## src/hw/supervisory_timer_pkg.sv

```systemverilog
// constants, field layout and state type of the supervisory timer
// assumes a 32-bit AXI4-Lite slave port and a 40 MHz system clock
package supervisory_timer_pkg;

  // register map, byte addresses
  localparam int          ADDR_W      = 4;
  localparam logic [3:0]  CTRL_OFFSET = 4'h0;
  localparam logic [3:0]  STAT_OFFSET = 4'h4;

  // watchdog_control fields
  localparam int          SEL_LSB     = 0;
  localparam int          SEL_W       = 3;
  localparam int          EN_BIT      = 3;
  localparam int          CHGEN_BIT   = 4;
  localparam logic [2:0]  RSVD_VALUE  = 3'h0;
  localparam logic [2:0]  SEL_RESET   = 3'h0;

  // reset status field
  localparam int          FLAG_BIT    = 3;

  // timing
  localparam int          SYS_CLK_HZ        = 40_000_000;
  localparam int          OSC_NOM_HZ        = 1_000_000;
  localparam logic [2:0]  CHG_WINDOW_CYCLES = 3'h4;
  localparam int          BASE_TIMEOUT      = 16_384;
  localparam int          CNT_W             = 22;

  localparam logic [1:0]  RESP_OKAY   = 2'h0;
  localparam logic [1:0]  RESP_SLVERR = 2'h2;

  typedef enum logic [1:0] {SAFETY0, SAFETY1, SAFETY2} level_e;

  typedef struct packed {
    logic [2:0]        oscSync;
    logic              oscLvl;
    logic              fuseCompat;
    logic              fuseOn;
    logic              enable;
    logic [SEL_W-1:0]  sel;
    logic [2:0]        chgCnt;
    logic [CNT_W-1:0]  cnt;
    logic              rstPulse;
    logic              flag;
    logic              awHeld;
    logic [ADDR_W-1:0] awAddr;
    logic              wHeld;
    logic [7:0]        wData;
    logic              wStrb0;
    logic              awRdy;
    logic              wRdy;
    logic              bValid;
    logic [1:0]        bResp;
    logic              arRdy;
    logic              rValid;
    logic [7:0]        rData;
    logic [1:0]        rResp;
  } wd_state_s;

endpackage

```

## src/hw/fuse_protected_watchdog_timer.sv

```systemverilog
// supervisory timer with fuse-selected safety levels, AXI4-Lite registers
// assumes the watchdog oscillator arrives as a free-running pin, fuses are static
// What this block does
// - counter runs from separate ~1 MHz oscillator
// - restart instruction clears the counter
// - disable or chip reset clears the counter
// - expired time-out while enabled resets the chip
// - two fuses select safety level 0,1,2
// - levels 0 and 1 start disabled
// - enable write always accepted, no sequence
// - control bits 7..5 read as zero
// - change-enable self-clears four cycles after write
// - enable clear ignored unless change-enable set
// - level 2 never disables the watchdog
// - level 2 enable always reads one
// - select gives 16384 doubling to 2097152 cycles
// - level 0 changes select on any write
// - levels 1,2 change select only in window
// - level 2 follow-up write ignores enable value
// - time-out issues one-cycle reset pulse
// - reset flag set on time-out, cleared softly
//
// The AXI4-Lite register port and the placing of the registers were left to the implementer.
`timescale 1ns/1ps
`default_nettype none

module fuse_protected_watchdog_timer #(
  parameter int BaseTimeout = supervisory_timer_pkg::BASE_TIMEOUT
) (
  input  wire logic                                     ref_clk,
  input  wire logic                                     resetn,
  input  wire logic                                     powerOnReset,
  input  wire logic                                     wdOsc,
  input  wire logic                                     restartInstr,
  input  wire logic                                     legacyCompatFuse,
  input  wire logic                                     alwaysOnFuse,
  output logic                                          chipResetPulse,
  output logic                                          timeoutResetFlag,
  input  wire logic [supervisory_timer_pkg::ADDR_W-1:0] s_axi_awaddr,
  input  wire logic                                     s_axi_awvalid,
  output logic                                          s_axi_awready,
  input  wire logic [31:0]                              s_axi_wdata,
  input  wire logic [3:0]                               s_axi_wstrb,
  input  wire logic                                     s_axi_wvalid,
  output logic                                          s_axi_wready,
  output logic [1:0]                                    s_axi_bresp,
  output logic                                          s_axi_bvalid,
  input  wire logic                                     s_axi_bready,
  input  wire logic [supervisory_timer_pkg::ADDR_W-1:0] s_axi_araddr,
  input  wire logic                                     s_axi_arvalid,
  output logic                                          s_axi_arready,
  output logic [31:0]                                   s_axi_rdata,
  output logic [1:0]                                    s_axi_rresp,
  output logic                                          s_axi_rvalid,
  input  wire logic                                     s_axi_rready
);

  supervisory_timer_pkg::wd_state_s  s_r;
  supervisory_timer_pkg::wd_state_s  s_nxt;
  supervisory_timer_pkg::level_e     level;
  logic                              effEn;
  logic                              chgOpen;
  logic                              oscEdge;
  logic [supervisory_timer_pkg::CNT_W-1:0] limit;
  logic                              doWrite;
  logic                              ctrlHit;
  logic                              statHit;
  logic [7:0]                        wd;

  always_comb begin
    // fuse decode; always-on dominates the compat fuse
    if (s_r.fuseOn) begin
      level = supervisory_timer_pkg::SAFETY2;
    end else if (s_r.fuseCompat) begin
      level = supervisory_timer_pkg::SAFETY0;
    end else begin
      level = supervisory_timer_pkg::SAFETY1;
    end
    effEn   = s_r.enable | (level == supervisory_timer_pkg::SAFETY2);
    chgOpen = (s_r.chgCnt != 3'h0);
    // only the second and third stage are looked at, never the first
    oscEdge = (s_r.oscSync[1] == s_r.oscSync[2]) & s_r.oscSync[1] & ~s_r.oscLvl;
    limit   = supervisory_timer_pkg::CNT_W'(BaseTimeout) << s_r.sel;
    doWrite = s_r.awHeld & s_r.wHeld & ~s_r.bValid;
    ctrlHit = (s_r.awAddr == supervisory_timer_pkg::CTRL_OFFSET);
    statHit = (s_r.awAddr == supervisory_timer_pkg::STAT_OFFSET);
    wd      = s_r.wData;

    s_nxt = s_r;
    s_nxt.rstPulse = 1'b0;
    s_nxt.oscSync  = {s_r.oscSync[1:0], wdOsc};
    if (s_r.oscSync[1] == s_r.oscSync[2]) begin
      s_nxt.oscLvl = s_r.oscSync[1];
    end
    if (chgOpen) begin
      s_nxt.chgCnt = s_r.chgCnt - 3'h1;
    end

    // write address and data are taken independently, in either order
    if (s_axi_awvalid && s_r.awRdy) begin
      s_nxt.awHeld = 1'b1;
      s_nxt.awAddr = s_axi_awaddr;
    end
    if (s_axi_wvalid && s_r.wRdy) begin
      s_nxt.wHeld  = 1'b1;
      s_nxt.wData  = s_axi_wdata[7:0];
      s_nxt.wStrb0 = s_axi_wstrb[0];
    end
    if (s_r.bValid && s_axi_bready) begin
      s_nxt.bValid = 1'b0;
    end

    if (doWrite) begin
      s_nxt.awHeld = 1'b0;
      s_nxt.wHeld  = 1'b0;
      s_nxt.bValid = 1'b1;
      s_nxt.bResp  = (ctrlHit || statHit) ? supervisory_timer_pkg::RESP_OKAY
                                          : supervisory_timer_pkg::RESP_SLVERR;
      if (ctrlHit && s_r.wStrb0) begin
        if (wd[supervisory_timer_pkg::EN_BIT]) begin
          s_nxt.enable = 1'b1;
        end else if (chgOpen && level != supervisory_timer_pkg::SAFETY2) begin
          s_nxt.enable = 1'b0;
        end
        // select only moves inside the window unless level 0
        if (level == supervisory_timer_pkg::SAFETY0 || chgOpen) begin
          s_nxt.sel = wd[supervisory_timer_pkg::SEL_LSB +: supervisory_timer_pkg::SEL_W];
        end
        if (wd[supervisory_timer_pkg::CHGEN_BIT]) begin
          s_nxt.chgCnt = supervisory_timer_pkg::CHG_WINDOW_CYCLES;
        end
      end
      if (statHit && s_r.wStrb0 && !wd[supervisory_timer_pkg::FLAG_BIT]) begin
        s_nxt.flag = 1'b0;
      end
    end

    // counter; a time-out below overrides the flag clear above
    if (restartInstr) begin
      s_nxt.cnt = '0;
    end else if (!(s_nxt.enable || level == supervisory_timer_pkg::SAFETY2)) begin
      s_nxt.cnt = '0;
    end else if (oscEdge) begin
      if (s_r.cnt == limit - 1'b1) begin
        s_nxt.cnt      = '0;
        s_nxt.rstPulse = 1'b1;
        s_nxt.flag     = 1'b1;
      end else begin
        s_nxt.cnt = s_r.cnt + 1'b1;
      end
    end

    // read channel answers one cycle after the address is taken
    if (s_r.rValid && s_axi_rready) begin
      s_nxt.rValid = 1'b0;
    end
    if (s_axi_arvalid && s_r.arRdy) begin
      s_nxt.rValid = 1'b1;
      s_nxt.rResp  = supervisory_timer_pkg::RESP_OKAY;
      s_nxt.rData  = 8'h00;
      if (s_axi_araddr == supervisory_timer_pkg::CTRL_OFFSET) begin
        s_nxt.rData = {supervisory_timer_pkg::RSVD_VALUE, chgOpen, effEn, s_r.sel};
      end else if (s_axi_araddr == supervisory_timer_pkg::STAT_OFFSET) begin
        s_nxt.rData[supervisory_timer_pkg::FLAG_BIT] = s_r.flag;
      end else begin
        s_nxt.rResp = supervisory_timer_pkg::RESP_SLVERR;
      end
    end
    s_nxt.awRdy = ~s_nxt.awHeld & ~s_nxt.bValid;
    s_nxt.wRdy  = ~s_nxt.wHeld & ~s_nxt.bValid;
    s_nxt.arRdy = ~s_nxt.rValid;

    // chip reset; the flag survives it, only power-on clears it
    if (!resetn) begin
      s_nxt            = '0;
      s_nxt.sel        = supervisory_timer_pkg::SEL_RESET;
      s_nxt.enable     = 1'b0;
      s_nxt.cnt        = '0;
      s_nxt.fuseCompat = legacyCompatFuse;
      s_nxt.fuseOn     = alwaysOnFuse;
      s_nxt.flag       = powerOnReset ? 1'b0 : s_r.flag;
    end
  end

  always_ff @(posedge ref_clk) begin
    s_r <= s_nxt;
  end

  assign chipResetPulse   = s_r.rstPulse;
  assign timeoutResetFlag = s_r.flag;
  assign s_axi_awready    = s_r.awRdy;
  assign s_axi_wready     = s_r.wRdy;
  assign s_axi_bvalid     = s_r.bValid;
  assign s_axi_bresp      = s_r.bResp;
  assign s_axi_arready    = s_r.arRdy;
  assign s_axi_rvalid     = s_r.rValid;
  assign s_axi_rresp      = s_r.rResp;
  assign s_axi_rdata      = {24'h000000, s_r.rData};
endmodule

`default_nettype wire

```

## config.mk

```make
export PLATFORM = sky130hd
export DESIGN_NAME = fuse_protected_watchdog_timer
export DESIGN_NICKNAME = d
export VERILOG_FILES = /design/src/hw/supervisory_timer_pkg.sv /design/src/hw/fuse_protected_watchdog_timer.sv
export SDC_FILE = /design/constraint.sdc
export NUM_CORES = 1
export LEC_CHECK = 0
export BUFFER_PORTS_ARGS = -buffer_cell sky130_fd_sc_hd__buf_2
export CAP_MARGIN = 40
export CORE_AREA = 5 5 93 95
export DETAILED_ROUTE_END_ITERATION = 10
export DIE_AREA = 0 0 98 100
export PLACE_DENSITY_LB_ADDON = 0.2
export SETUP_SLACK_MARGIN = 0.05
export SYNTH_ARGS = -nofsm -noshare
export SYNTH_HDL_FRONTEND = slang
export SYNTH_SLANG_ARGS = --single-unit
```

## constraint.sdc

```tcl
create_clock -name ref_clk -period 7 [get_ports ref_clk]
set_input_delay 0.7 -clock ref_clk [delete_from_list [all_inputs] [get_ports ref_clk]]
set_output_delay 0.7 -clock ref_clk [all_outputs]
set_load 0.02 [all_outputs]
```

======== Word-level counts from Yosys, hierarchy flattened ========
Cells that the tools add are included.
cells by class
  bitwise operators ....................... 16
  order comparisons ....................... 0
  divide/modulo/power cells ............... 0
  shift operators ......................... 1
  eq/ne operators ......................... 6
  multipliers ............................. 0
  muxes and demuxes ....................... 32
  reduce and logical (&&, ||, !) cells .... 21
  add/sub/neg operators ................... 3
operators with widths
  kind                                                  number
  2-to-1 mux 33 bit                                     1
  adder 22 x 1 -> 22 bit (second input constant)        1
  equality test 22 bit                                  1
  2-to-1 mux 22 bit                                     1
  left shift 15 x 3 -> 22 bit (first input constant)    1
  subtractor 22 x 1 -> 22 bit (second input constant)   1
  2-to-1 mux 3 bit                                      5
  2-to-1 mux 1 bit                                      14
  2-to-1 mux 7 bit                                      2
  2-to-1 mux 2 bit                                      6
  2-to-1 mux 11 bit                                     1
  2-to-1 mux 10 bit                                     1
  logical AND 1 bit                                     9
  inverter 1 bit                                        9
  equality test 4 x 3 -> 1 bit (second input constant)  2
  logical NOT 4 bit                                     2
  bitwise AND 1 bit                                     6
  2-to-1 mux 5 bit                                      1
  OR reduction 4 bit                                    1
  logical OR 1 bit                                      3
  AND reduction 3 bit                                   1
  nonzero test 3 bit                                    1
  OR reduction 3 bit                                    1
  subtractor 3 x 1 -> 3 bit (second input constant)     1
  7 further kinds                                       7
storage, ports and cells
  RAM bits ................................ 0
  output and inout port bits .............. 43
  bits of input ports ..................... 56
  bits in registers ....................... 69
  memories kept ........................... 0
  latch bits .............................. 0
  memory bits (read-only) ................. 0
  word-level logic and storage cells ...... 102

======== Longest topological paths before layout ========
Gate-level depths: netlist (run 1).
  depth in word-level cells ............... 12
  depth in mapped cells ................... 11
  gate-level depth less buffers ........... 8

======== Worst setup path after synthesis (run 1) ========
OpenSTA, ideal clock, no wires.
  path kind ............................... register to register
  start ................................... register s_r[59] in the netlist's numbering
  end ..................................... register s_r[45] in the netlist's numbering
  setup slack ............................. 4.666 ns
  stages on the path, launching flop included .. 11
  required time ........................... 6.927 ns
  period minus slack after synthesis ...... 2.334 ns
  arrival ................................. 2.261 ns
  setup time .............................. 0.073 ns
  path buffers ............................ 3
  cell sequence ........................... dfxtp_1 > buf_6 > or3_4 > ha_1 > buf_2 > xor2_1 > and3_1 > o311a_1 > o311a_4 > buf_12 > nor3_2
between the ends
  longest elaborated chain between the ends .. 4
ends and longest elaborated chain
  item                         line                                  text
  start, declared              fuse_protected_watchdog_timer.sv:58   supervisory_timer_pkg::wd_state_s s_r;
  start signal, assigned       fuse_protected_watchdog_timer.sv:186  s_r <= s_nxt;
  left shift 15 x 3 -> 22 bit  fuse_protected_watchdog_timer.sv:83   limit = supervisory_timer_pkg::CNT_W'(BaseTimeout) << s_r.sel;
  subtractor 22 x 1 -> 22 bit  fuse_protected_watchdog_timer.sv:144  if (s_r.cnt == limit - 1'b1) begin
  equality test 22 bit         fuse_protected_watchdog_timer.sv:144
  2-to-1 mux 22 bit            fuse_protected_watchdog_timer.sv:144
Every way passes these cells.
A chain may end at the register's enable or synchronous reset.

======== Final worst setup path (run 1) ========
  start ................................... register s_r[60] in the netlist's numbering
  end ..................................... register s_r, in the netlist timeoutResetFlag, data pin
between the ends
  longest elaborated chain between the ends .. 8
ends and longest elaborated chain
  item                         line                                  text
  left shift 15 x 3 -> 22 bit  fuse_protected_watchdog_timer.sv:83
  subtractor 22 x 1 -> 22 bit  fuse_protected_watchdog_timer.sv:144
  equality test 22 bit         fuse_protected_watchdog_timer.sv:144
  2-to-1 mux 2 bit             fuse_protected_watchdog_timer.sv:144
  2-to-1 mux 1 bit             fuse_protected_watchdog_timer.sv:143  end else if (oscEdge) begin
  2-to-1 mux 1 bit             fuse_protected_watchdog_timer.sv:141  end else if (!(s_nxt.enable || level == supervisory_timer_pkg::SAFETY2)) begin
  2-to-1 mux 1 bit             fuse_protected_watchdog_timer.sv:139  if (restartInstr) begin
  2-to-1 mux 33 bit            fuse_protected_watchdog_timer.sv:174  if (!resetn) begin
Every way passes these cells.

==> impl_metrics.env, run 1 <==
export IMPL_status="completed"
export IMPL_fmax_mhz=405
export IMPL_cp_start_kind="register"
export IMPL_die_area_um2=9800
export IMPL_synth_flop_cell="dfxtp_1"
export IMPL_netlist_cell_type_count=52
export IMPL_worstHoldStart="s_r[66]$_SDFF_PN0_"
export IMPL_root_buffer="clkbuf_8"
export IMPL_final_util_pct=44.4
export IMPL_place_hpwl_um=4280
export IMPL_criticalPathCategory="register to register"
export IMPL_initial_core_util_pct=40.7
export IMPL_setup_tns_final_ns=0
export IMPL_max_vdd_ir_drop_mv=0.136
export IMPL_rr_startpoint="s_r[60]$_SDFFE_PN0P_"
export IMPL_ioPinCount=99
export IMPL_grt_util_all_layers_pct=12.4
export IMPL_syn_cell_area_um2=3110
export IMPL_clk_latency_ns=0.34
export IMPL_timing_rr_end="timeoutResetFlag$_SDFFCE_PN0P_"
export IMPL_final_setup_viol_count=0
export IMPL_cap_violations=0
export IMPL_slew_viol_final=0
export IMPL_grt_max_degree=30
export IMPL_fin_ws_ns=4.53
export IMPL_end_kind="register"
export IMPL_yosys_area_top_type="dfxtp_1"
export IMPL_synth_enable_flop_cells=3
export IMPL_layout_common_cells="58 x dfxtp_1, 39 x buf_2, 30 x nor2_1, 30 x nand2_1, 29 x conb_1"
export IMPL_yosys_warnings=0
export IMPL_slew_headroom_pct=65.8
export IMPL_path_cells="or3_4 -> ha_1 -> and3b_1 -> a21oi_1 -> nor4_1 -> nor3_1 -> o31ai_1"
export IMPL_clkSlewWorstSetupHoldPaths_ns=0.07
export IMPL_fin_hold_ws_ns=0.436
export IMPL_numPortBuffers=39
export IMPL_crit_arrival_ns=2.61
export IMPL_area_growth_pct=9.08
export IMPL_die_h_um=100
export IMPL_reg2reg_depth=7
export IMPL_n_antenna_cell=0
export IMPL_ys_ff_latch=61
export IMPL_wirelength_um=5810
export IMPL_layout_min_cycle_time_ns=2.47
export IMPL_grt_ovfl_total=0
export IMPL_min_path_cells=1
export IMPL_rows=32
export IMPL_worst_pin_slew_ns=0.512
export IMPL_cts_setup_buffers=0
export IMPL_finalCritPeriodShare_pct=35.3
export IMPL_final_fill_count=783
export IMPL_place_inst=470
export IMPL_ant_nets=0
export IMPL_syn_area_per_cell_um2=8.95
export IMPL_antenna_found_initial=0
export IMPL_path_max_fanout=14
export IMPL_async_reset_ff_share_pct=0
export IMPL_place_congestion=0.802
export IMPL_via_count=2341
export IMPL_cts_tree="built"
export IMPL_firstDrtPassIters=4
export IMPL_synth_seq_area_share_pct=40.2
export IMPL_placed_area_um2=3210
export IMPL_cp_slowest_cell="dfxtp_1"
export IMPL_drc=0
export IMPL_core_area_um2=7650
export IMPL_final_setup_skew_ns=0.00714
export IMPL_synth_cells=348
export IMPL_r2r_setup_slack_ns=4.53
export IMPL_cts_repair_resized=0
export IMPL_holdBufCountCts=0
export IMPL_ys_top_cells_by_area="dfxtp_1 37%, buf_4 9.4%, nor3_2 3.9%, xnor2_1 3.7%, nand2_1 3.6%"
export IMPL_drive_gt1_share_pct=20.6
export IMPL_holdPathEnd="s_r[67]$_SDFF_PN0_"
export IMPL_grt_pass1_vias=2239
export IMPL_drt_iter0_markers=103
export IMPL_finalHoldViolCount=0
export IMPL_avgViaCountPerCell=4.82
export IMPL_min_path_type="register to register"
export IMPL_cpPeakStageDelay_ns=0.44
export IMPL_place_ws_ns=4.54
export IMPL_nNetsFinal=440
export IMPL_stdcell_count=486
export IMPL_leakage_nw=1.29
export IMPL_routedWlPerCell_um=12.0
export IMPL_clock_path_buffers=2
export IMPL_worstPathRequired_ns=7.14
export IMPL_grt_pass1_wl_um=10100
export IMPL_htreeDepth=3
export IMPL_yosysTopAreaCellShare_pct=37.3
export IMPL_p_total_mw=0.752
export IMPL_final_common_cell="dfxtp_1"
export IMPL_power_density_nw_per_um2=221
export IMPL_die_w_um=98
export IMPL_rsz0062_at_grt="false"
export IMPL_cts_inserted_buffers=9
export IMPL_clkSinkCount=61
export IMPL_fin_area_um2=3400
==> final cells by class <==
class / instances / area, um^2 / share of cell area, %
Inverter: 8 / 30.0 / 0.884
Sequential cell: 61 / 1250 / 36.8
Clock inverter: 6 / 45.0 / 1.33
Timing Repair Buffer: 40 / 223 / 6.56
Multi-Input combinational cell: 259 / 1580 / 46.6
Clock buffer: 10 / 138 / 4.05
Tap cell: 102 / 128 / 3.76
==> worst max-delay path, delay by kind of cell, from the launching register on <==
family | cells | cell delay (ns)
simple gates | 4 | 1.17
flops | 1 | 0.44
compound gates | 2 | 0.36
fa+ha+maj | 1 | 0.31
==> registers in the layout, summed over array words and instances, names as in the netlist <==
register,flops
s_axi_wready,1
s_axi_awready,1
s_axi_arready,1
timeoutResetFlag,1
s_axi_bvalid,1
s_axi_rvalid,1
wd,5
s_axi_rdata,5
s_axi_bresp,1
s_axi_rresp,1
s_r,42
chipResetPulse,1
==> synth_stat cells (all sizes together) (3+ instances only) <==
master / count
a21oi: 22
a22oi: 4
and2: 6
and3: 6
and4: 3
buf: 47
dfxtp: 58
edfxtp: 3
ha: 5
inv: 8
mux2i: 5
nand2: 30
nand2b: 5
nand3: 19
nand4: 8
nor2: 31
nor2b: 3
nor3: 25
nor4: 3
o21ai: 3
o31ai: 3
or2: 3
xnor2: 13
xor2: 12
==> worst max-delay path by stage <==
stage,from,depth (start not counted),end
4_1_cts,s_r[60]$_SDFFE_PN0P_,7,timeoutResetFlag$_SDFFCE_PN0P_
2_1_floorplan,s_r[59]$_SDFFE_PN0P_,10,s_r[45]$_SDFFE_PP0P_
6_report,s_r[60]$_SDFFE_PN0P_,7,timeoutResetFlag$_SDFFCE_PN0P_
5_1_grt,s_r[60]$_SDFFE_PN0P_,8,timeoutResetFlag$_SDFFCE_PN0P_
3_5_place_dp,s_r[60]$_SDFFE_PN0P_,7,s_r[35]$_SDFFE_PP0P_
3_3_place_gp,resetn,4,timeoutResetFlag$_SDFFCE_PN0P_
==> cells by family after synthesis <==
kind of cell / Yosys count / synth area share (%)
compound gates: 41 / 8.60
other cells: 1 / 0.120
flops: 61 / 40.2
fa+ha+maj: 5 / 2.01
mux: 5 / 1.61
xor+xnor: 25 / 7.03
buf+inv: 56 / 12.4
simple gates: 154 / 28.1
==> where the power goes <==
group          switching, mW  internal (mW)  leakage (nW)  total, mW
sequential            0.0109          0.366         0.502      0.377
clock                  0.144          0.140        0.0932      0.284
combinational         0.0578         0.0333         0.693     0.0911
total                  0.213          0.539          1.29      0.752
==> routing by layer <==
layer | share of wire, % | vias up | global-route usage [%]
met3 | 5.2 | 8 | 2.64
met2 | 47 | 54 | 21.0
met5 | 0 | - | 0
met1 | 47 | 1068 | 15.3
met4 | 1.3 | 0 | 4.79
li1 | - | 1211 | -
(Power assumes the default switching activity.)
==> run 2, diff against run 1 <==
Clock period 7 ns to 2.5 ns, I/O delays scaled along.
==> impl_metrics.env, run 2 (synthesis gave the netlist of run 1 again) <==
export IMPL_ioPinCount=99
export IMPL_grt_max_degree=29
export IMPL_layout_common_cells="58 x dfxtp_1, 39 x buf_2, 30 x nor2_1, 30 x nand2_1, 29 x conb_1"
export IMPL_rows=32
export IMPL_path_buf_inv=0
export IMPL_cts_tree="built"
export IMPL_antenna_found_initial=0
export IMPL_cpPeakStageDelay_ns=0.39
export IMPL_die_w_um=98
export IMPL_power_density_nw_per_um2=642
export IMPL_largest_reg_flops=42
export IMPL_cts_repair_resized=0
export IMPL_final_common_cell="dfxtp_1"
export IMPL_cp_slowest_cell="or3_4"
export IMPL_finalCritPeriodShare_pct=92.0
export IMPL_cts_inserted_buffers=9
export IMPL_finalHoldViolCount=0
export IMPL_holdBufCountCts=0
export IMPL_routedWlPerCell_um=12.2
export IMPL_slew_viol_final=0
export IMPL_via_count=2352
export IMPL_path_depth=7
export IMPL_grt_ovfl_total=0
export IMPL_cp_start_kind="register"
export IMPL_top_register="s_r"
export IMPL_final_setup_viol_count=0
export IMPL_crit_arrival_ns=2.55
export IMPL_clock_path_buffers=2
export IMPL_drive_gt1_share_pct=21.6
export IMPL_drc=0
export IMPL_path_cells="or3_4 -> ha_1 -> xor2_1 -> and3_1 -> o311a_1 -> o311a_4 -> nor3_1"
export IMPL_leakage_nw=1.31
export IMPL_area_growth_pct=10.0
export IMPL_grt_pass1_vias=2213
export IMPL_clk_latency_ns=0.33
export IMPL_place_hpwl_um=4340
export IMPL_fmax_mhz=435
export IMPL_routed_wl_met3_um=275
export IMPL_ant_nets=0
export IMPL_worstPathRequired_ns=2.75
export IMPL_drt_iter0_markers=64
export IMPL_clkSinkCount=61
export IMPL_met2_length_um=2750
export IMPL_path_max_fanout=16
export IMPL_initial_core_util_pct=40.7
export IMPL_nNetsFinal=445
export IMPL_reg2reg_depth=7
export IMPL_die_area_um2=9800
export IMPL_min_path_cells=1
export IMPL_final_setup_skew_ns=0.00910
export IMPL_criticalPathCategory="register to register"
export IMPL_wirelength_um=5970
export IMPL_status="completed"
export IMPL_setup_tns_final_ns=0
export IMPL_crit_family="simple AND/OR/NAND/NOR gates"
export IMPL_avgViaCountPerCell=4.79
export IMPL_clkSlewWorstSetupHoldPaths_ns=0.07
export IMPL_min_path_type="primary input to register"
export IMPL_numPortBuffers=39
export IMPL_placed_area_um2=3230
export IMPL_root_buffer="clkbuf_8"
export IMPL_htreeDepth=3
export IMPL_final_fill_count=782
export IMPL_max_vdd_ir_drop_mv=0.355
export IMPL_grt_pass1_wl_um=10100
export IMPL_place_congestion=0.794
export IMPL_end_kind="register"
export IMPL_die_h_um=100
export IMPL_layout_min_cycle_time_ns=2.30
export IMPL_n_antenna_cell=0
export IMPL_firstDrtPassIters=4
export IMPL_cap_violations=0
export IMPL_rsz0062_at_grt="false"
export IMPL_cts_setup_buffers=0
export IMPL_highest_layer="met4"
export IMPL_core_area_um2=7650
export IMPL_grt_util_all_layers_pct=12.3
export IMPL_fin_area_um2=3430
export IMPL_met1Wirelength_um=2860
[run 2: path summary, 6_finish.rpt]
kind | from | to | slack, ns
setup / recovery | s_r[59]$_SDFFE_PN0P_ | s_r[43]$_SDFFE_PP0P_ | 0.20
hold / removal | legacyCompatFuse | s_r[64]$_DFFE_PN_ | 0.09
setup reg to reg | s_r[59]$_SDFFE_PN0P_ | s_r[43]$_SDFFE_PP0P_ | 0.20
hold reg to reg | s_r[66]$_SDFF_PN0_ | s_r[67]$_SDFF_PN0_ | 0.44
[run 2: final cells by class]
type	count	area [um^2]	share of cell area (%)
multi-input cells	259	1580	46.2
flip-flops and latches	61	1250	36.5
repair buffers	45	240	7.01
well taps	102	128	3.73
clock buffers	9	124	3.62
clock inverters	7	71.3	2.08
inverters	8	30.0	0.877
[run 2: metal layers]
layer	vias to the layer above	GRT usage, %
met4	0	4.37
met5	-	0
met1	1082	15.3
met3	7	2.92
li1	1213	-
met2	50	21.0
[run 2: stage by stage]
| stage | hold WS (ns) | total power, mW | setup WS, ns | std cells | util, % |
|---|---|---|---|---|---|
| after floorplan | 0.349 | 1.31 | 0.166 | 376 | - |
| after global placement | 0.415 | 1.34 | 0.233 | 475 | 42.2 |
| after detailed placement | 0.419 | 1.35 | 0.217 | 475 | 42.2 |
| after CTS | 0.0687 | 2.24 | 0.197 | 491 | 44.8 |
| after global routing | 0.0713 | 2.32 | 0.0737 | 491 | 44.8 |
| final | 0.0900 | 2.20 | 0.200 | 491 | 44.8 |
[run 2: power by group]
group	internal (mW)	switching [mW]
combinational	0.106	0.170
sequential	1.02	0.0305
clock	0.464	0.405
total	1.59	0.606
